--- config.mk ---
export PLATFORM = sky130hd
export DESIGN_NAME = gci_interp
export DESIGN_NICKNAME = d
export VERILOG_FILES = /design/src/verilog/gci_pkg.sv /design/src/verilog/gci_sync3.sv /design/src/verilog/gci_decode.sv /design/src/verilog/gci_interp.sv
export SDC_FILE = /design/constraint.sdc
export NUM_CORES = 1
export LEC_CHECK = 0
export ABC_AREA = 1
export BUFFER_PORTS_ARGS = -buffer_cell sky130_fd_sc_hd__buf_2
export CAP_MARGIN = 20
export CORE_ASPECT_RATIO = 1.25
export CORE_UTILIZATION = 46
export CTS_BUF_LIST = sky130_fd_sc_hd__clkbuf_8
export DETAILED_ROUTE_END_ITERATION = 10
export GPL_TIMING_DRIVEN = 0
export HOLD_SLACK_MARGIN = 0.12
export PLACE_DENSITY = 0.79
export SETUP_SLACK_MARGIN = 0.1
export SLEW_MARGIN = 20
export SYNTH_ARGS = -nofsm -noshare
export SYNTH_HDL_FRONTEND = slang
export SYNTH_HIERARCHICAL = 1
export SYNTH_SLANG_ARGS = --single-unit
--- constraint.sdc ---
create_clock -name sys_clk -period 4.25 [get_ports sys_clk]
set_clock_uncertainty 0.05 [all_clocks]
set_input_delay 0.85 -clock sys_clk [delete_from_list [all_inputs] [get_ports sys_clk]]
set_output_delay 0.85 -clock sys_clk [all_outputs]
set_load 0.03 [all_outputs]
--- src/verilog/gci_pkg.sv ---
package gci_pkg;

  // ==========================================================
  // byte codes seen on the data bus
  localparam logic [7:0] CH_EXEC   = 8'h58;  // execute letter
  localparam logic [7:0] CH_FUNC   = 8'h46;  // function letter
  localparam logic [7:0] CH_RANGE  = 8'h52;  // range letter
  localparam logic [7:0] CH_RATE   = 8'h53;  // rate letter
  localparam logic [7:0] CH_SPACE  = 8'h20;  // filler, skipped
  localparam logic [7:0] CH_DIG_LO = 8'h30;
  localparam logic [7:0] CH_DIG_HI = 8'h39;

  // ==========================================================
  // parameter limits and values after reset or clear; trigger mode after reset only
  localparam logic [7:0] FUNC_MAX  = 8'h04;
  localparam logic [7:0] RANGE_MAX = 8'h07;
  localparam logic [7:0] RATE_MAX  = 8'h07;
  localparam logic [2:0] RANGE_DEF = 3'h6;
  localparam logic [2:0] RATE_DEF  = 3'h2;
  localparam logic [2:0] TRIG_DEF  = 3'h6;   // continuous on external
  localparam logic [2:0] continuous_on_execute_trigger = 3'h4;
  localparam logic [2:0] one_shot_on_execute_trigger   = 3'h5;

  // ==========================================================
  // integration times and their cycle counts at the system clock
  localparam real CLK_PERIOD_NS  = 10.0;
  localparam real INTEG_FAST_MS  = 3.33;
  localparam real INTEG_SLOW_MS  = 100.0;
  localparam int  INTEG_FAST_CYC = int'(INTEG_FAST_MS * 1.0e6 / CLK_PERIOD_NS);
  localparam int  INTEG_SLOW_CYC = int'(INTEG_SLOW_MS * 1.0e6 / CLK_PERIOD_NS);

  // ==========================================================
  // register map, byte addresses
  localparam logic [7:0] REG_TRIG       = 8'h00;
  localparam logic [7:0] REG_SETTINGS   = 8'h04;
  localparam logic [7:0] REG_INT_STATUS = 8'h08;
  localparam logic [7:0] REG_INT_CLEAR  = 8'h0c;
  localparam logic [7:0] REG_INT_ENABLE = 8'h10;
  localparam int IRQ_EXEC = 0;  // string executed
  localparam int IRQ_ILL  = 1;  // illegal string discarded
  localparam int IRQ_NREM = 2;  // string refused, no remote
  localparam int IRQ_TRIG = 3;  // execute letter triggered
  localparam int IRQ_W    = 4;

  // ==========================================================
  // types
  typedef enum logic [2:0] {
    FN_DCV = 3'b000, FN_ACV = 3'b001, FN_OHM = 3'b010,
    FN_DCA = 3'b011, FN_ACA = 3'b100
  } gci_func_t;

  typedef enum logic [1:0] {
    PS_IDLE = 2'b00, PS_LETTER = 2'b01, PS_DIGITS = 2'b10
  } gci_pstate_t;

  typedef enum logic [1:0] {
    INTEG_FAST = 2'b00, INTEG_LINE = 2'b01, INTEG_SLOW = 2'b10
  } gci_integ_t;

  typedef struct packed {
    gci_func_t  func;
    logic [2:0] range;
    logic [2:0] rate;
  } gci_settings_t;

  localparam gci_settings_t SET_DEF = '{FN_DCV, RANGE_DEF, RATE_DEF};

  typedef struct packed {
    logic          fv;   // function staged
    logic          rv;   // range staged
    logic          sv;   // rate staged
    gci_settings_t val;
  } gci_pending_t;

  typedef struct packed {
    logic              auto_rng;
    logic [3:0]        mant;   // full scale = mant * 10^exp
    logic signed [4:0] exp;
  } gci_range_info_t;

  typedef struct packed {
    gci_integ_t  integ;
    logic [31:0] integ_cyc;    // zero when line synchronous
    logic [4:0]  samples;
    logic [2:0]  digits;       // n means n and a half digits
  } gci_rate_info_t;

endpackage

--- src/verilog/gci_sync3.sv ---
`timescale 1ns/10ps
module gci_sync3 import gci_pkg::*;
#(
  parameter logic RST_VAL = 1'b0
)
(
  // clock and reset
  input  wire logic sys_clk,
  input  wire logic rst_n,
  // pin in, clean level out
  input  wire logic pin_in,
  output      logic level_q
);

  // ==========================================================
  // state
  typedef struct packed {
    logic s1;   // metastable stage, read only by s2
    logic s2;
    logic s3;
    logic lvl;
  } gci_sync_t;

  gci_sync_t st_q;
  gci_sync_t st_d;

  // level follows only once stages two and three agree
  always_comb
  begin
    st_d    = st_q;
    st_d.s1 = pin_in;
    st_d.s2 = st_q.s1;
    st_d.s3 = st_q.s2;
    if (st_q.s2 == st_q.s3)
    begin
      st_d.lvl = st_q.s3;
    end
  end

  always_ff @(posedge sys_clk or negedge rst_n)
  begin
    if (!rst_n)
    begin
      st_q <= '{RST_VAL, RST_VAL, RST_VAL, RST_VAL};
    end
    else
    begin
      st_q <= st_d;
    end
  end

  assign level_q = st_q.lvl;

endmodule

--- src/verilog/gci_decode.sv ---
`timescale 1ns/10ps
module gci_decode import gci_pkg::*;
#(
  parameter int FAST_CYC = INTEG_FAST_CYC,
  parameter int SLOW_CYC = INTEG_SLOW_CYC
)
(
  // clock and reset
  input  wire logic            sys_clk,
  input  wire logic            rst_n,
  // applied settings
  input  wire gci_settings_t   set_in,
  // decoded measurement setup
  output      gci_range_info_t range_q,
  output      gci_rate_info_t  rate_q
);

  // ==========================================================
  // state
  typedef struct packed {
    gci_range_info_t rng;
    gci_rate_info_t  rte;
  } gci_dec_t;

  gci_dec_t st_q;
  gci_dec_t st_d;

  // full scale exponent of range 1 per function except AC volts, whose range 1 uses -1
  function automatic logic signed [4:0] base_exp(input gci_func_t f);
    unique case (f)
      FN_DCV, FN_ACV: base_exp = -5'sd2;
      FN_OHM:         base_exp = 5'sd1;
      default:        base_exp = -5'sd5;
    endcase
  endfunction

  // table lookup of range and rate
  always_comb
  begin
    st_d = st_q;
    st_d.rng.auto_rng = (set_in.range == 3'h0);
    st_d.rng.mant     = 4'h2;
    st_d.rng.exp = base_exp(set_in.func) + 5'(signed'({2'b00, set_in.range}))
                   - 5'sd1;
    if (set_in.range == 3'h0)
    begin
      st_d.rng.mant = 4'h0;
      st_d.rng.exp  = 5'sd0;
    end
    else if (set_in.func == FN_ACV && set_in.range == 3'h1)
    begin
      st_d.rng.exp = -5'sd1;
    end
    else if (set_in.range >= 3'h6)
    begin
      unique case (set_in.func)
        FN_DCV:
        begin
          st_d.rng.mant = 4'h1;
          st_d.rng.exp  = 5'sd3;
        end
        FN_ACV:
        begin
          st_d.rng.mant = 4'h7;
          st_d.rng.exp  = 5'sd2;
        end
        FN_OHM:
        begin
          st_d.rng.exp = (set_in.range == 3'h7) ? 5'sd7 : 5'sd6;
        end
        default:
        begin
          st_d.rng.exp = 5'sd0;
        end
      endcase
    end
    if (set_in.rate == 3'h0)
    begin
      st_d.rte = '{INTEG_FAST, 32'(FAST_CYC), 5'h01, 3'h3};
    end
    else if (set_in.rate >= 3'h6)
    begin
      st_d.rte = '{INTEG_SLOW, 32'(SLOW_CYC),
                   5'(5'h01 << (set_in.rate - 3'h6)), 3'h5};
    end
    else
    begin
      st_d.rte = '{INTEG_LINE, 32'h0,
                   5'(5'h01 << (set_in.rate - 3'h1)), 3'h4};
    end
  end

  always_ff @(posedge sys_clk or negedge rst_n)
  begin
    if (!rst_n)
    begin
      st_q <= '{'{1'b0, 4'h1, 5'sd3},
                '{INTEG_LINE, 32'h0, 5'h02, 3'h4}};
    end
    else
    begin
      st_q <= st_d;
    end
  end

  assign range_q = st_q.rng;
  assign rate_q  = st_q.rte;

endmodule

--- src/verilog/gci_interp.sv ---
`timescale 1ns/10ps
// Contract
// - remote off: refuse string, flag no remote
// - execute letter carries out buffered commands
// - unexecuted commands wait in buffer
// - execute letter triggers in modes four, five
// - function 0..4 picks measurement, others illegal
// - power-up or clear: function DC volts
// - range 0 auto; 6 and 7 top ranges
// - power-up or clear: range six
// - ranges 1..4 rising decades per function; AC volts range 1 gives the same scale as range 2
// - range 5 gives the 200 scale for volts, 200k for ohms, 0.2 for amps
// - rate 0: 3.33ms, one sample, 3.5 digits
// - rates 1..5: line cycle, 1..16 samples
// - rates 6,7: 100ms, one or two samples
// - letter plus digits, commands may concatenate
// - any illegal part discards whole string
// - power-up or clear: rate two
module gci_interp import gci_pkg::*;
#(
  parameter int FAST_CYC = INTEG_FAST_CYC,
  parameter int SLOW_CYC = INTEG_SLOW_CYC
)
(
  // clock and reset
  input  wire logic            sys_clk,
  input  wire logic            rst_n,
  // apb register port
  input  wire logic            psel,
  input  wire logic            penable,
  input  wire logic            pwrite,
  input  wire logic [7:0]      paddr,
  input  wire logic [31:0]     pwdata,
  output      logic [31:0]     prdata,
  output      logic            pready,
  output      logic            pslverr,
  // listener data bytes and clears, same clock
  input  wire logic            rx_valid,
  input  wire logic [7:0]      rx_data,
  input  wire logic            dev_clear,
  // remote enable pin
  input  wire logic            ren_pin,
  // measurement setup
  output      gci_settings_t   settings_q,
  output      gci_range_info_t range_q,
  output      gci_rate_info_t  rate_q,
  output      logic            meas_trigger,
  output      logic            err_illegal,
  output      logic            err_no_remote,
  output      logic            irq
);

  // ==========================================================
  // state of the interpreter
  typedef struct packed {
    gci_pstate_t      ps;       // parser position in a command
    logic [7:0]       letter;   // open command letter
    logic [7:0]       param;    // digits so far
    logic             ovf;      // parameter ran past 255
    gci_pending_t     pend;     // command buffer
    logic             bad;      // string holds an illegal part
    logic             nrem;     // string came without remote
    gci_settings_t    cur;      // applied settings
    logic [2:0]       trig;     // trigger mode from software
    logic [IRQ_W-1:0] ists;     // sticky events
    logic [IRQ_W-1:0] ien;      // event enables
    logic [31:0]      rdata;    // read data captured in setup
    logic             addr_ok;  // setup address is mapped
    logic             trg;      // trigger pulse
    logic             e_ill;    // illegal string pulse
    logic             e_nrem;   // no remote pulse
  } gci_state_t;

  gci_state_t st_q;
  gci_state_t st_d;
  logic       ren_lvl;          // remote enable, cleaned

  // ==========================================================
  // helpers
  function automatic logic is_digit(input logic [7:0] c);
    is_digit = (c >= CH_DIG_LO) && (c <= CH_DIG_HI);
  endfunction

  // letters the instrument knows; those not handled here are accepted
  // and left to other blocks, so a string mixing them still executes
  function automatic logic is_known(input logic [7:0] c);
    unique case (c)
      8'h41, 8'h42, 8'h46, 8'h47, 8'h4a, 8'h4b, 8'h4d, 8'h50,
      8'h51, 8'h52, 8'h53, 8'h54, 8'h55, 8'h57, 8'h59, 8'h5a:
        is_known = 1'b1;
      default:
        is_known = 1'b0;
    endcase
  endfunction

  function automatic logic is_addr(input logic [7:0] a);
    is_addr = (a == REG_TRIG) || (a == REG_SETTINGS) ||
              (a == REG_INT_STATUS) || (a == REG_INT_CLEAR) ||
              (a == REG_INT_ENABLE);
  endfunction

  // close an open command: stage its parameter in the buffer; param_bad checks it
  function automatic gci_pending_t close_cmd(
    input gci_pending_t p,
    input logic [7:0]   l,
    input logic [7:0]   v
  );
    close_cmd = p;
    unique case (l)
      CH_FUNC:
      begin
        close_cmd.fv       = 1'b1;
        close_cmd.val.func = gci_func_t'(v[2:0]);
      end
      CH_RANGE:
      begin
        close_cmd.rv        = 1'b1;
        close_cmd.val.range = v[2:0];
      end
      CH_RATE:
      begin
        close_cmd.sv       = 1'b1;
        close_cmd.val.rate = v[2:0];
      end
      default:
      begin
        close_cmd = p;
      end
    endcase
  endfunction

  // parameter legality per letter
  function automatic logic param_bad(
    input logic [7:0] l,
    input logic [7:0] v,
    input logic       o
  );
    unique case (l)
      CH_FUNC:  param_bad = o || (v > FUNC_MAX);
      CH_RANGE: param_bad = o || (v > RANGE_MAX);
      CH_RATE:  param_bad = o || (v > RATE_MAX);
      default:  param_bad = 1'b0;
    endcase
  endfunction

  // ==========================================================
  // remote enable passes three stages before use
  gci_sync3 #(
    .RST_VAL (1'b0)
  ) u_ren_sync (
    .sys_clk (sys_clk),
    .rst_n   (rst_n),
    .pin_in  (ren_pin),
    .level_q (ren_lvl)
  );

  // ==========================================================
  // next state: parser, buffer, execute, registers
  always_comb
  begin
    logic [11:0]      acc;
    logic [IRQ_W-1:0] ev;
    logic [IRQ_W-1:0] clr;
    acc   = 12'h0;
    ev    = '0;
    clr   = '0;
    st_d        = st_q;
    st_d.trg    = 1'b0;
    st_d.e_ill  = 1'b0;
    st_d.e_nrem = 1'b0;

    // clear restores defaults and empties the buffer
    if (dev_clear)
    begin
      st_d.cur  = SET_DEF;
      st_d.pend = '{1'b0, 1'b0, 1'b0, SET_DEF};
      st_d.ps   = PS_IDLE;
      st_d.bad  = 1'b0;
      st_d.nrem = 1'b0;
    end
    // bytes arrive only once addressed with attention false
    else if (rx_valid)
    begin
      // note any byte taken without remote
      if (!ren_lvl)
      begin
        st_d.nrem = 1'b1;
      end
      if (rx_data == CH_SPACE)
      begin
        st_d.ps = st_q.ps;
      end
      else if (is_digit(rx_data))
      begin
        acc = 12'(st_q.param) * 12'd10 + 12'(rx_data - CH_DIG_LO);
        if (st_q.ps == PS_IDLE)
        begin
          st_d.bad = 1'b1;
        end
        else
        begin
          st_d.ps    = PS_DIGITS;
          st_d.param = (acc > 12'h0ff) ? 8'hff : acc[7:0];
          st_d.ovf   = st_q.ovf || (acc > 12'h0ff);
        end
      end
      else
      begin
        // a letter with no digits is illegal
        if (st_q.ps == PS_LETTER)
        begin
          st_d.bad = 1'b1;
        end
        // an out of range parameter spoils the string
        else if (st_q.ps == PS_DIGITS)
        begin
          st_d.bad  = st_q.bad ||
                      param_bad(st_q.letter, st_q.param, st_q.ovf);
          st_d.pend = close_cmd(st_q.pend, st_q.letter, st_q.param);
        end
        if (rx_data == CH_EXEC)
        begin
          st_d.ps = PS_IDLE;
          if (st_d.nrem)
          begin
            ev[IRQ_NREM] = 1'b1;
            st_d.e_nrem  = 1'b1;
          end
          else if (st_d.bad)
          begin
            ev[IRQ_ILL] = 1'b1;
            st_d.e_ill  = 1'b1;
          end
          else
          begin
            ev[IRQ_EXEC] = 1'b1;
            if (st_d.pend.fv)
            begin
              st_d.cur.func = st_d.pend.val.func;
            end
            if (st_d.pend.rv)
            begin
              st_d.cur.range = st_d.pend.val.range;
            end
            if (st_d.pend.sv)
            begin
              st_d.cur.rate = st_d.pend.val.rate;
            end
          end
          // trigger on execute in modes four and five
          if (ren_lvl && (st_q.trig == continuous_on_execute_trigger ||
                          st_q.trig == one_shot_on_execute_trigger))
          begin
            st_d.trg      = 1'b1;
            ev[IRQ_TRIG]  = 1'b1;
          end
          st_d.pend = '{1'b0, 1'b0, 1'b0, SET_DEF};
          st_d.bad  = 1'b0;
          st_d.nrem = 1'b0;
        end
        else if (rx_data >= 8'h41 && rx_data <= 8'h5a)
        begin
          st_d.bad    = st_d.bad || !is_known(rx_data);
          st_d.letter = rx_data;
          st_d.param  = 8'h00;
          st_d.ovf    = 1'b0;
          st_d.ps     = PS_LETTER;
        end
        else
        begin
          st_d.bad = 1'b1;
          st_d.ps  = PS_IDLE;
        end
      end
    end

    // apb setup: decode and capture read data
    if (psel && !penable)
    begin
      st_d.addr_ok = is_addr(paddr);
      unique case (paddr)
        REG_TRIG:       st_d.rdata = {29'h0, st_q.trig};
        REG_SETTINGS:   st_d.rdata = {16'h0, st_q.ps, st_q.bad,
                                      st_q.pend.fv | st_q.pend.rv |
                                      st_q.pend.sv, 1'b0, st_q.cur.rate,
                                      1'b0, st_q.cur.range, 1'b0,
                                      st_q.cur.func};
        REG_INT_STATUS: st_d.rdata = {28'h0, st_q.ists};
        REG_INT_ENABLE: st_d.rdata = {28'h0, st_q.ien};
        default:        st_d.rdata = 32'h0;
      endcase
    end
    // apb access: writes land here
    if (psel && penable && pwrite)
    begin
      unique case (paddr)
        REG_TRIG:       st_d.trig = pwdata[2:0];
        REG_INT_CLEAR:  clr       = pwdata[IRQ_W-1:0];
        REG_INT_ENABLE: st_d.ien  = pwdata[IRQ_W-1:0];
        default:        st_d.trig = st_q.trig;
      endcase
    end
    // a new event beats a clear in the same cycle
    st_d.ists = (st_q.ists & ~clr) | ev;
  end

  // ==========================================================
  // state register
  always_ff @(posedge sys_clk or negedge rst_n)
  begin
    if (!rst_n)
    begin
      st_q <= '{PS_IDLE, 8'h00, 8'h00, 1'b0,
                '{1'b0, 1'b0, 1'b0, SET_DEF}, 1'b0, 1'b0, SET_DEF,
                TRIG_DEF, '0, '0, 32'h0, 1'b0, 1'b0, 1'b0, 1'b0};
    end
    else
    begin
      st_q <= st_d;
    end
  end

  // ==========================================================
  // decoded range and rate for the measurement side
  gci_decode #(
    .FAST_CYC (FAST_CYC),
    .SLOW_CYC (SLOW_CYC)
  ) u_decode (
    .sys_clk (sys_clk),
    .rst_n   (rst_n),
    .set_in  (st_q.cur),
    .range_q (range_q),
    .rate_q  (rate_q)
  );

  // ==========================================================
  // outputs; zero wait state so the access phase is one cycle
  assign prdata        = st_q.rdata;
  assign pready        = 1'b1;
  assign pslverr       = psel && penable && !st_q.addr_ok;
  assign settings_q    = st_q.cur;
  assign meas_trigger  = st_q.trg;
  assign err_illegal   = st_q.e_ill;
  assign err_no_remote = st_q.e_nrem;
  assign irq           = |(st_q.ists & st_q.ien);

endmodule

# After elaboration in Yosys (flattened, before gate mapping)
# Cells that the tools add are included.
# Widths: inputs -> output; s select.
# op_classes
shift,2
eq_ne,42
multipliers,1
addsub,6
reduce_logical,46
mux,91
n_lt_le_gt_ge,9
bitwise_logic,10
# ops
cell,count
$eq 8x7->1 const B,20
$mux 42,3
$mux 12,7
$pmux 16 s4,1
$mux 9,5
$mux 40,1
$mux 1,36
$mux 3,12
$mux 17,2
$mux 4,7
$mux 8,3
$mux 23,1
$reduce_and 7->1,3
$mux 10,2
$eq 8x4->1 const B,2
$gt 8x3->1 const B,2
$reduce_or 16->1,1
$pmux 5 s3,1
$mux 13,1
$add 12x12->12,1
$gt 12x8->1 const B,1
$ne 2x2->1 const B,6
$reduce_and 6->1,2
$reduce_bool 2->1,6
other kinds (43),81
# totals
in_bits,56
regBits,145
wordCells,241
output_inout_bits,99

# Depth between registers and ports, before layout
# Gate-level depths: netlist of the first run.
# logic_depth
ltp_word,24
depth_mapped,20
mapped_depth_nobuf,20

# Modules after synthesis
# The synthesis of the first run kept the hierarchy.
# modules_own_cells
mod,area_per_inst_um2,cells_each,seq_area_each_um2,instances
gci_interp,4864.7,668,1786.7,1
gci_decode,1237.4,142,483.0,1
gci_sync3,116.4,8,100.1,1

# Worst setup path before layout of the first run
# No wires, ideal clock.
# synth_path
kind,register -> register
from,register st_q[72] (netlist name)
to,register st_q[71] (netlist name)
required_ps,4071
slack_ps,1166
stages_incl_launch_ff,20
period_less_slack_ps,3084
arrival_ps,2905
setup_ps,129
path_buffers,0
cell_sequence,dfrtp_1 ha_1 ha_1 fa_1 nand3_1 nand2_1 nand2_1 nand2_1 a21oi_1 xnor2_1 ha_1 a21o_1 nor2_1 nand3_1 inv_1 nand2_1 nand2_1 nand2_1 nand2_2 nand3_1
# synth_via
elab_chain_cells,6
# synth_rtl
item,line_no,rtl
from (decl),gci_interp.sv:74,gci_state_t st_q;
from (signal assigned),gci_interp.sv:313,"st_q <= '{PS_IDLE, 8'h00, 8'h00, 1'b0,"
from (signal assigned),gci_interp.sv:319,st_q <= st_d;
$mul 8x3->11,gci_interp.sv:195,acc = 12'(st_q.param) * 12'd10 + 12'(rx_data - CH_DIG_LO);
$add 12x12->12,gci_interp.sv:195,
$gt 12x8->1,gci_interp.sv:203,st_d.param = (acc > 12'h0ff) ? 8'hff : acc[7:0];
$mux 8,gci_interp.sv:203,
$mux 9,gci_interp.sv:196,if (st_q.ps == PS_IDLE)
$mux 9,gci_interp.sv:193,else if (is_digit(rx_data))
# No other way between the ends. The select of a mux whose other input is x is not followed.
# A chain may end at the register's enable or synchronous reset.

# Worst setup path after layout of the first run
# layout_path
from,register st_q[72] (netlist name)
to,register st_q[78] (netlist name)
# layout_via
elab_chain_cells,6
# layout_rtl
item,line_no
$mul 8x3->11 (*),gci_interp.sv:195
$add 12x12->12 (*),gci_interp.sv:195
$gt 12x8->1,gci_interp.sv:203
$mux 8 (*),gci_interp.sv:203
$mux 9 (*),gci_interp.sv:196
$mux 9 (*),gci_interp.sv:193
# Every way passes the cells marked *; elsewhere a longest branch is shown, timed or not. The select of a mux whose other input is x is not followed.

==> results of run 1 <==
-- flip-flops by register name, indices dropped and copies added, names as in the netlist --
register	cells
err_illegal	1
settings_q	9
u_decode/range_q	9
u_ren_sync/st_q	1
prdata	14
meas_trigger	1
u_ren_sync/level_q	1
err_no_remote	1
u_decode/rate_q	10
st_q	45
u_ren_sync/st_d	2
-- power breakdown --
part / internal (mW) / switching, mW / leakage [nW]
combinational: 0.259 / 0.486 / 2.87
clock: 0.437 / 0.302 / 0.134
sequential: 0.981 / 0.0534 / 1.21
-- cell families (layout without fill, tap and decap cells) --
kind of cell / count (synthesis) / after routing / share of synthesized area [%]
other: 3 / 40 / 0.181
DFF: 94 / 94 / 38.1
and+or+nand+nor: 384 / 384 / 26.5
xor gates and xnor gates: 12 / 12 / 1.81
AOI/OAI and AO/OA: 95 / 95 / 9.18
adders and majority gates: 38 / 38 / 8.01
buffers and inverters: 192 / 295 / 16.3
-- cell usage after synthesis, drive strengths merged --
cell type  count
conb           3
clkbuf         2
o2111ai        4
clkinv         1
nand3         58
xor2           4
nor3           9
o21ai         42
nor4           3
nand3b         5
o31ai          3
a21oi         28
nand4          8
o211ai         1
nand2        226
xnor2          8
inv          108
nor2          69
buf           81
o22a           1
a31oi          2
a21boi         4
o22ai          7
ha            35
dfrtp         80
and3           1
fa             3
o21a           1
or2            5
a21o           1
dfstp         14
a211oi         1
-- path summary, 6_finish.rpt --
kind	startpoint	to	slack [ns]	depth (start not counted)
worst min register to register	u_ren_sync/st_d[2]	u_ren_sync/st_d[1]	0.30	0
min in group sys_clk	u_ren_sync/st_d[2]	u_ren_sync/st_d[1]	0.30	0
worst max register to register	st_q[72]	st_q[78]	0.73	19
worst max-delay path	st_q[72]	st_q[78]	0.73	19
worst min-delay path	rst_n	prdata[1]	0.29	1
max in group asynchronous	rst_n	settings_q[5]	3.21	2
-- per-layer routing --
layer / GRT usage (%) / part of all wire, % / vias to the layer above
li1: - / - / 2766
met1: 23.9 / 45 / 2358
met2: 33.1 / 48 / 145
met3: 2.92 / 4.6 / 23
met4: 7.18 / 2.1 / 0
met5: 0 / 0 / -
-- stage by stage --
step | power (mW) | util, % | hold slack [ns] | std cells
4_1_cts | 2.53 | 55.1 | 0.297 | 1129
2_1_floorplan | 1.62 | - | 0.281 | 855
5_1_grt | 2.67 | 55.1 | 0.298 | 1129
3_5_place_dp | 1.80 | 53.2 | 0.286 | 1113
6_report | 2.52 | 55.1 | 0.293 | 1129
3_3_place_gp | 1.78 | 52.9 | 0.285 | 1112
-- worst reg2reg max path, cell delays in order (launching register included) --
cell and delay (ns):
dfrtp_1 0.50, ha_1 0.35, ha_1 0.24, fa_1 0.42, nand3_1 0.10, nand2_1 0.08, nand2_1 0.07, nand2_1 0.05
a21oi_1 0.15, xnor2_1 0.10, ha_1 0.35, nand2_1 0.09, nor2_1 0.14, nand3_1 0.10, nand3_1 0.12, nand3_1 0.07
nand2_1 0.10, nand2_1 0.07, nand2_2 0.15, nand3_1 0.09
-- final cells by class --
cell class	instances	share of cell area, %
inverter	109	5.61
clock inverter	4	1.29
buffer	83	8.25
clock buffer	12	2.26
timing repair buffer	87	6.36
tap	171	2.93
sequential	94	32.5
multi-input combinational	569	40.8
==> results.yml, run 1 <==
run_status:
  status: "completed"
cells_and_area:
  seqCellArea_mm2: 0.00237
  area_growth_pct: 17.3
  final_cell_mix: "221 x nand2_1, 108 x inv_1, 89 x buf_2"
  antenna_cells: 0
  multi_input_area_mm2: 0.00298
  final_area_mm2: 0.00729
  nets: 1047
  final_common_cell: "nand2_1"
  layout-drive-gt1-share_pct: 23.1
  fillers: 1225
drt:
  wirelength_um: 12500
  vias: 5292
  drc: 0
  drtPass1Iterations: 4
  drtAntennaViolNets: 0
  wire_per_inst_um: 11.1
  vias_per_cell: 4.69
  drtIter0Drc: 232
clocking:
  clockBufferDepth: 2
  cts_tree: "built"
  postCtsSetupBuffers: 0
  clkTransAtPathRegs_ns: 0.09
  numCtsBuffers: 9
  htreeDepth: 3
  ctsResizeCount: 0
  cts.sinks: 94
  cts_root_buffer: "clkbuf_8"
  cts_hold_buffers: 0
  insertion_delay_ns: 0.36
die:
  die-area_mm2: 0.0140
  die_h_um: 132
  io_pins: 155
  die_w_um: 106
  initial_core_util_pct: 47.0
  core-area_mm2: 0.0132
  fp-row-count: 47
critical_path:
  cp_data_required_time_ns: 4.43
  path_max_fanout: 8
  crit_buf_inv: 0
  crit_path_end_kind: "register"
  slowest_stage: "dfrtp_1"
  crit_top_cell: "nand2_1"
  crit_arrival_ns: 3.70
  critPathKind: "register to register"
  path_delay_family: "adder cells"
  max_stage_delay_ns: 0.50
  start_kind: "register"
  crit_chain: "ha_1, ha_1, fa_1, nand3_1, nand2_1, nand2_1, nand2_1, a21oi_1, xnor2_1, ha_1, nand2_1, nor2_1, nand3_1, nand3_1, nand3_1, nand2_1, nand2_1, nand2_2, nand3_1"
synthesis:
  synth_area_leaders: "dfrtp_1 32%, nand2_1 13%, buf_4 9.2%, ha_1 7.0%, inv_1 6.5%"
  ys_seq_elements: 94
  yosys.area.top_type: "dfrtp_1"
  synth_top_area_share_pct: 32.2
  ys_seq_area_share_pct: 38.1
  syn_area_mm2: 0.00622
  synth.avg_cell_area_um2: 7.60
  ys_warn_count: 6
  ys_types: 46
  syn_inst: 818
power:
  p_leak_nw: 4.22
  power.density_mw_per_mm2: 345
  vdd_drop_max_v: 0.000228
sta:
  setup_slack_ns: 0.729
  slew_violations: 0
  min_period_ns: 3.52
  rsz0062_at_grt: "false"
  tns_ns: 0
  fmax_mhz: 284
  finalHoldViolCount: 0
  setup_violations: 0
  period_share_pct: 82.8
placed_design:
  gp_congestion: 0.873
  placed_area_mm2: 0.00704
  pre_cts_ws_ns: 0.719
  numPortBuffers: 86
  dp_hpwl_um: 9920
global_routing:
  grt_pass1_wl_um: 22000
  grt_pass1_vias: 4984
  antenna_found_initial: 0
  grt_overflow: 0
  grt_max_degree: 66
  grt_usage_pct: 19.1
worst_hold_path:
  hp-class: "input port to asynchronous set/reset pin"
flow_run:
  drv_cap: 0
(Power assumes the default switching activity.)
==> run 2: changes to the inputs <==
--- a/config.mk
+++ b/config.mk
@@ -5,7 +5,7 @@
 export SDC_FILE = /design/constraint.sdc
 export NUM_CORES = 1
 export LEC_CHECK = 0
-export ABC_AREA = 1
+export ABC_AREA = 0
 export BUFFER_PORTS_ARGS = -buffer_cell sky130_fd_sc_hd__buf_2
 export CAP_MARGIN = 20
 export CORE_ASPECT_RATIO = 1.25
@@ -14,7 +14,7 @@
 export DETAILED_ROUTE_END_ITERATION = 10
 export GPL_TIMING_DRIVEN = 0
 export HOLD_SLACK_MARGIN = 0.12
-export PLACE_DENSITY = 0.79
+export PLACE_DENSITY = 0.81
 export SETUP_SLACK_MARGIN = 0.1
 export SLEW_MARGIN = 20
 export SYNTH_ARGS = -nofsm -noshare
==> constraint.sdc (replaced) <==
create_clock -name sys_clk -period 2.9 [get_ports sys_clk]
set_clock_uncertainty 0.05 [all_clocks]
set_input_delay 0.58 -clock sys_clk [delete_from_list [all_inputs] [get_ports sys_clk]]
set_output_delay 0.58 -clock sys_clk [all_outputs]
set_load 0.03 [all_outputs]
==> run 2 against run 1 <==
  * Largest cell class unchanged
  * Highest routed layer unchanged
  * Final area up 0.26%
  * The flow now finishes with violations (setup timing)
  * Combinational power increased by 18%
  * Fmax down 5.9%
  * Flip-flop and latch count is the same
  * First-iteration DRC count rose by 27%
  * Final cell count decreased by 14%
  * Setup slack lost 1.6 ns
  * Power increased by 26%
  * Synthesized area fell by 1.4%
  * Critical endpoint is now st_q[77]
  * Non-clock buffer count rose by 17
  * Die area down 1.4%
  * Utilization increased by 1.8 points
==> results.yml, run 2 <==
critical_path:
  reg2reg_from: "st_q[74]"
  crit_buf_inv: 0
  crit_chain: "ha_4, ha_4, fa_2, a21o_1, a21oi_2, o21bai_1, a21oi_1, xnor2_1, ha_2, or3_1, or4_4, nand4_4, xnor2_4, nor4_1, o21ai_1"
  path_max_fanout: 7
  critPathKind: "register to register"
  cp_data_required_time_ns: 3.09
  path_delay_family: "simple AND/OR/NAND/NOR gates"
  cp-startpoint: "st_q[74]"
  crit_top_cell: "ha_4"
  slowest_stage: "dfrtp_2"
  max_stage_delay_ns: 0.45
  crit_arrival_ns: 3.93
  start_kind: "register"
  crit_path_end_kind: "register"
die:
  core-area_mm2: 0.0128
  die_w_um: 105
  die_h_um: 131
  initial_core_util_pct: 47.8
  io_pins: 155
  die-area_mm2: 0.0138
  fp-row-count: 46
synthesis:
  ys_seq_area_share_pct: 38.7
  yosysMostFrequentCell: "dfrtp_1"
  postSynth.asyncResetShare_pct: 100
  ys_warn_count: 6
  ys_types: 72
  synth_edf_count: 0
  synth_area_leaders: "dfrtp_1 33%, buf_4 9.2%, ha_1 7.1%, dfstp_2 6.0%, nand2_1 4.2%"
  synth.top_cells.by_count: "80 x dfrtp_1, 75 x buf_4, 69 x nand2_1, 45 x nor2_1, 40 x a21oi_1"
  synth_top_area_share_pct: 32.7
  synth.avg_cell_area_um2: 9.33
  synthFlopType: "dfrtp_1"
  ys_seq_elements: 94
  syn_area_mm2: 0.00613
  yosys.area.top_type: "dfrtp_1"
  syn_inst: 657
sta:
  setup_violations: 9
  tightest_slew_ns: 0.888
  maxSlewHeadroom_pct: 40.2
  min_period_ns: 3.74
  period_share_pct: 129
  finalHoldViolCount: 0
  setup_slack_ns: -0.840
  slew_violations: 0
  rsz0062_at_grt: "true"
  fmax_mhz: 267
  tns_ns: -6.31
power:
  vdd_drop_max_v: 0.000272
  power.density_mw_per_mm2: 434
  p_leak_nw: 3.66
flow_run:
  drv_cap: 0
clocking:
  cts_hold_buffers: 0
  htreeDepth: 3
  cts.sinks: 94
  cts_root_buffer: "clkbuf_8"
  cts_tree: "built"
  numCtsBuffers: 9
  insertion_delay_ns: 0.37
  clockBufferDepth: 2
  clkTransAtPathRegs_ns: 0.09
global_routing:
  grt_overflow: 0
  top_usage_layer: "met2"
  met3_usage_pct: 2.92
  grt_pass1_vias: 4551
  grt_max_degree: 49
  met2_usage_pct: 33.9
  grt_pass1_wl_um: 21000
  grt_util_met1_pct: 22.7
  antenna_found_initial: 0
  grt_usage_pct: 18.8
drt:
  drtIter0Drc: 294
  wirelength_um: 13000
  drtAntennaViolNets: 0
  wire_per_inst_um: 13.4
  drtPass1Iterations: 4
  vias_per_cell: 5.12
  drc: 0
  vias: 4956
cells_and_area:
  nets: 889
  final_area_mm2: 0.00731
  fillers: 1141
  layout-drive-gt1-share_pct: 29.9
  post-route-util_pct: 57.0
  antenna_cells: 0
  final_cell_mix: "86 x buf_2, 82 x buf_4, 77 x dfrtp_1"
  largest_reg_flops: 45
  fin_cells: 968
  final_common_cell: "buf_2"
  top_register: "st_q"
  area_growth_pct: 19.3
placed_design:
  place_inst: 947
  numPortBuffers: 84
  gp_congestion: 0.832
  dp_hpwl_um: 9740
  placed_area_mm2: 0.00699
  pre_cts_ws_ns: -1.03
worst_hold_path:
  hp-class: "input port to asynchronous set/reset pin"
run_status:
  violations: "setup timing"
  status: "finished with violations"
[run 2: report_power, final]
| part | total (mW) | internal [mW] | leakage, nW | switching, mW |
|---|---|---|---|---|
| Combinational | 0.877 | 0.329 | 2.35 | 0.548 |
| Clock | 0.842 | 0.394 | 0.0982 | 0.448 |
| Sequential | 1.45 | 1.40 | 1.22 | 0.0545 |
[run 2: area by class of cell]
class / instances / area (um^2) / share of cell area [%]
multi-input combinational: 478 / 3290 / 44.9
sequential: 94 / 2370 / 32.5
buffer: 96 / 663 / 9.07
timing repair buffer: 91 / 495 / 6.78
tap: 168 / 210 / 2.87
clock buffer: 9 / 124 / 1.69
inverter: 25 / 93.8 / 1.28
clock inverter: 7 / 66.3 / 0.907
[run 2: routing by layer]
layer  routed length, um  vias up
met5                   0        -
met4                 251        0
met3                 611       21
met2                6580      153
met1                5550     2306
li1                    -     2476
[run 2: timing repair]
action                                 in CTS  in global routing
buffers inserted                            5                  1
endpoints found under the hold margin       0                  0
pin swaps                                   5                  2
setup endpoints to repair                  12                 14
gates resized for setup                    14                  9
[run 2: cells by family (layout without fill, tap and decap cells)]
logic type                 Yosys count  count (layout)  share of synthesized area [%]
adders and majority gates           40              40                           8.47
buffers and inverters              122             228                           12.2
AOI/OAI and AO/OA                  150             150                           16.1
other                                3              40                          0.184
DFF                                 94              94                           38.7
xor gates and xnor gates            18              18                           2.69
and+or+nand+nor                    202             202                           16.7
muxes                               28              28                           4.96
[run 2: path summary, 6_finish.rpt]
kind,to,slack (ns),depth (start not counted)
max in group asynchronous,st_q[62],1.96,2
min,prdata[2],0.15,1
max,st_q[77],-0.84,15
min in group sys_clk,u_ren_sync/st_d[2],0.26,1
min reg2reg,u_ren_sync/st_d[1],0.31,0
max reg2reg,st_q[77],-0.84,15
[run 2: worst register-to-register path, stage by stage, from the launching register on]
cell	delay, ns
dfrtp_2	0.45
ha_4	0.26
ha_4	0.16
fa_2	0.35
a21o_1	0.17
a21oi_2	0.17
o21bai_1	0.08
a21oi_1	0.15
xnor2_1	0.10
ha_2	0.19
or3_1	0.36
or4_4	0.43
nand4_4	0.14
xnor2_4	0.12
nor4_1	0.33
o21ai_1	0.10
[run 2: stage by stage]
| stage | total power [mW] | hold WS (ns) |
|---|---|---|
| after floorplan | 2.10 | 0.234 |
| after global placement | 2.28 | 0.287 |
| after detailed placement | 2.31 | 0.291 |
| final | 3.17 | 0.150 |
| after global routing | 3.33 | 0.196 |
| after CTS | 3.17 | 0.167 |
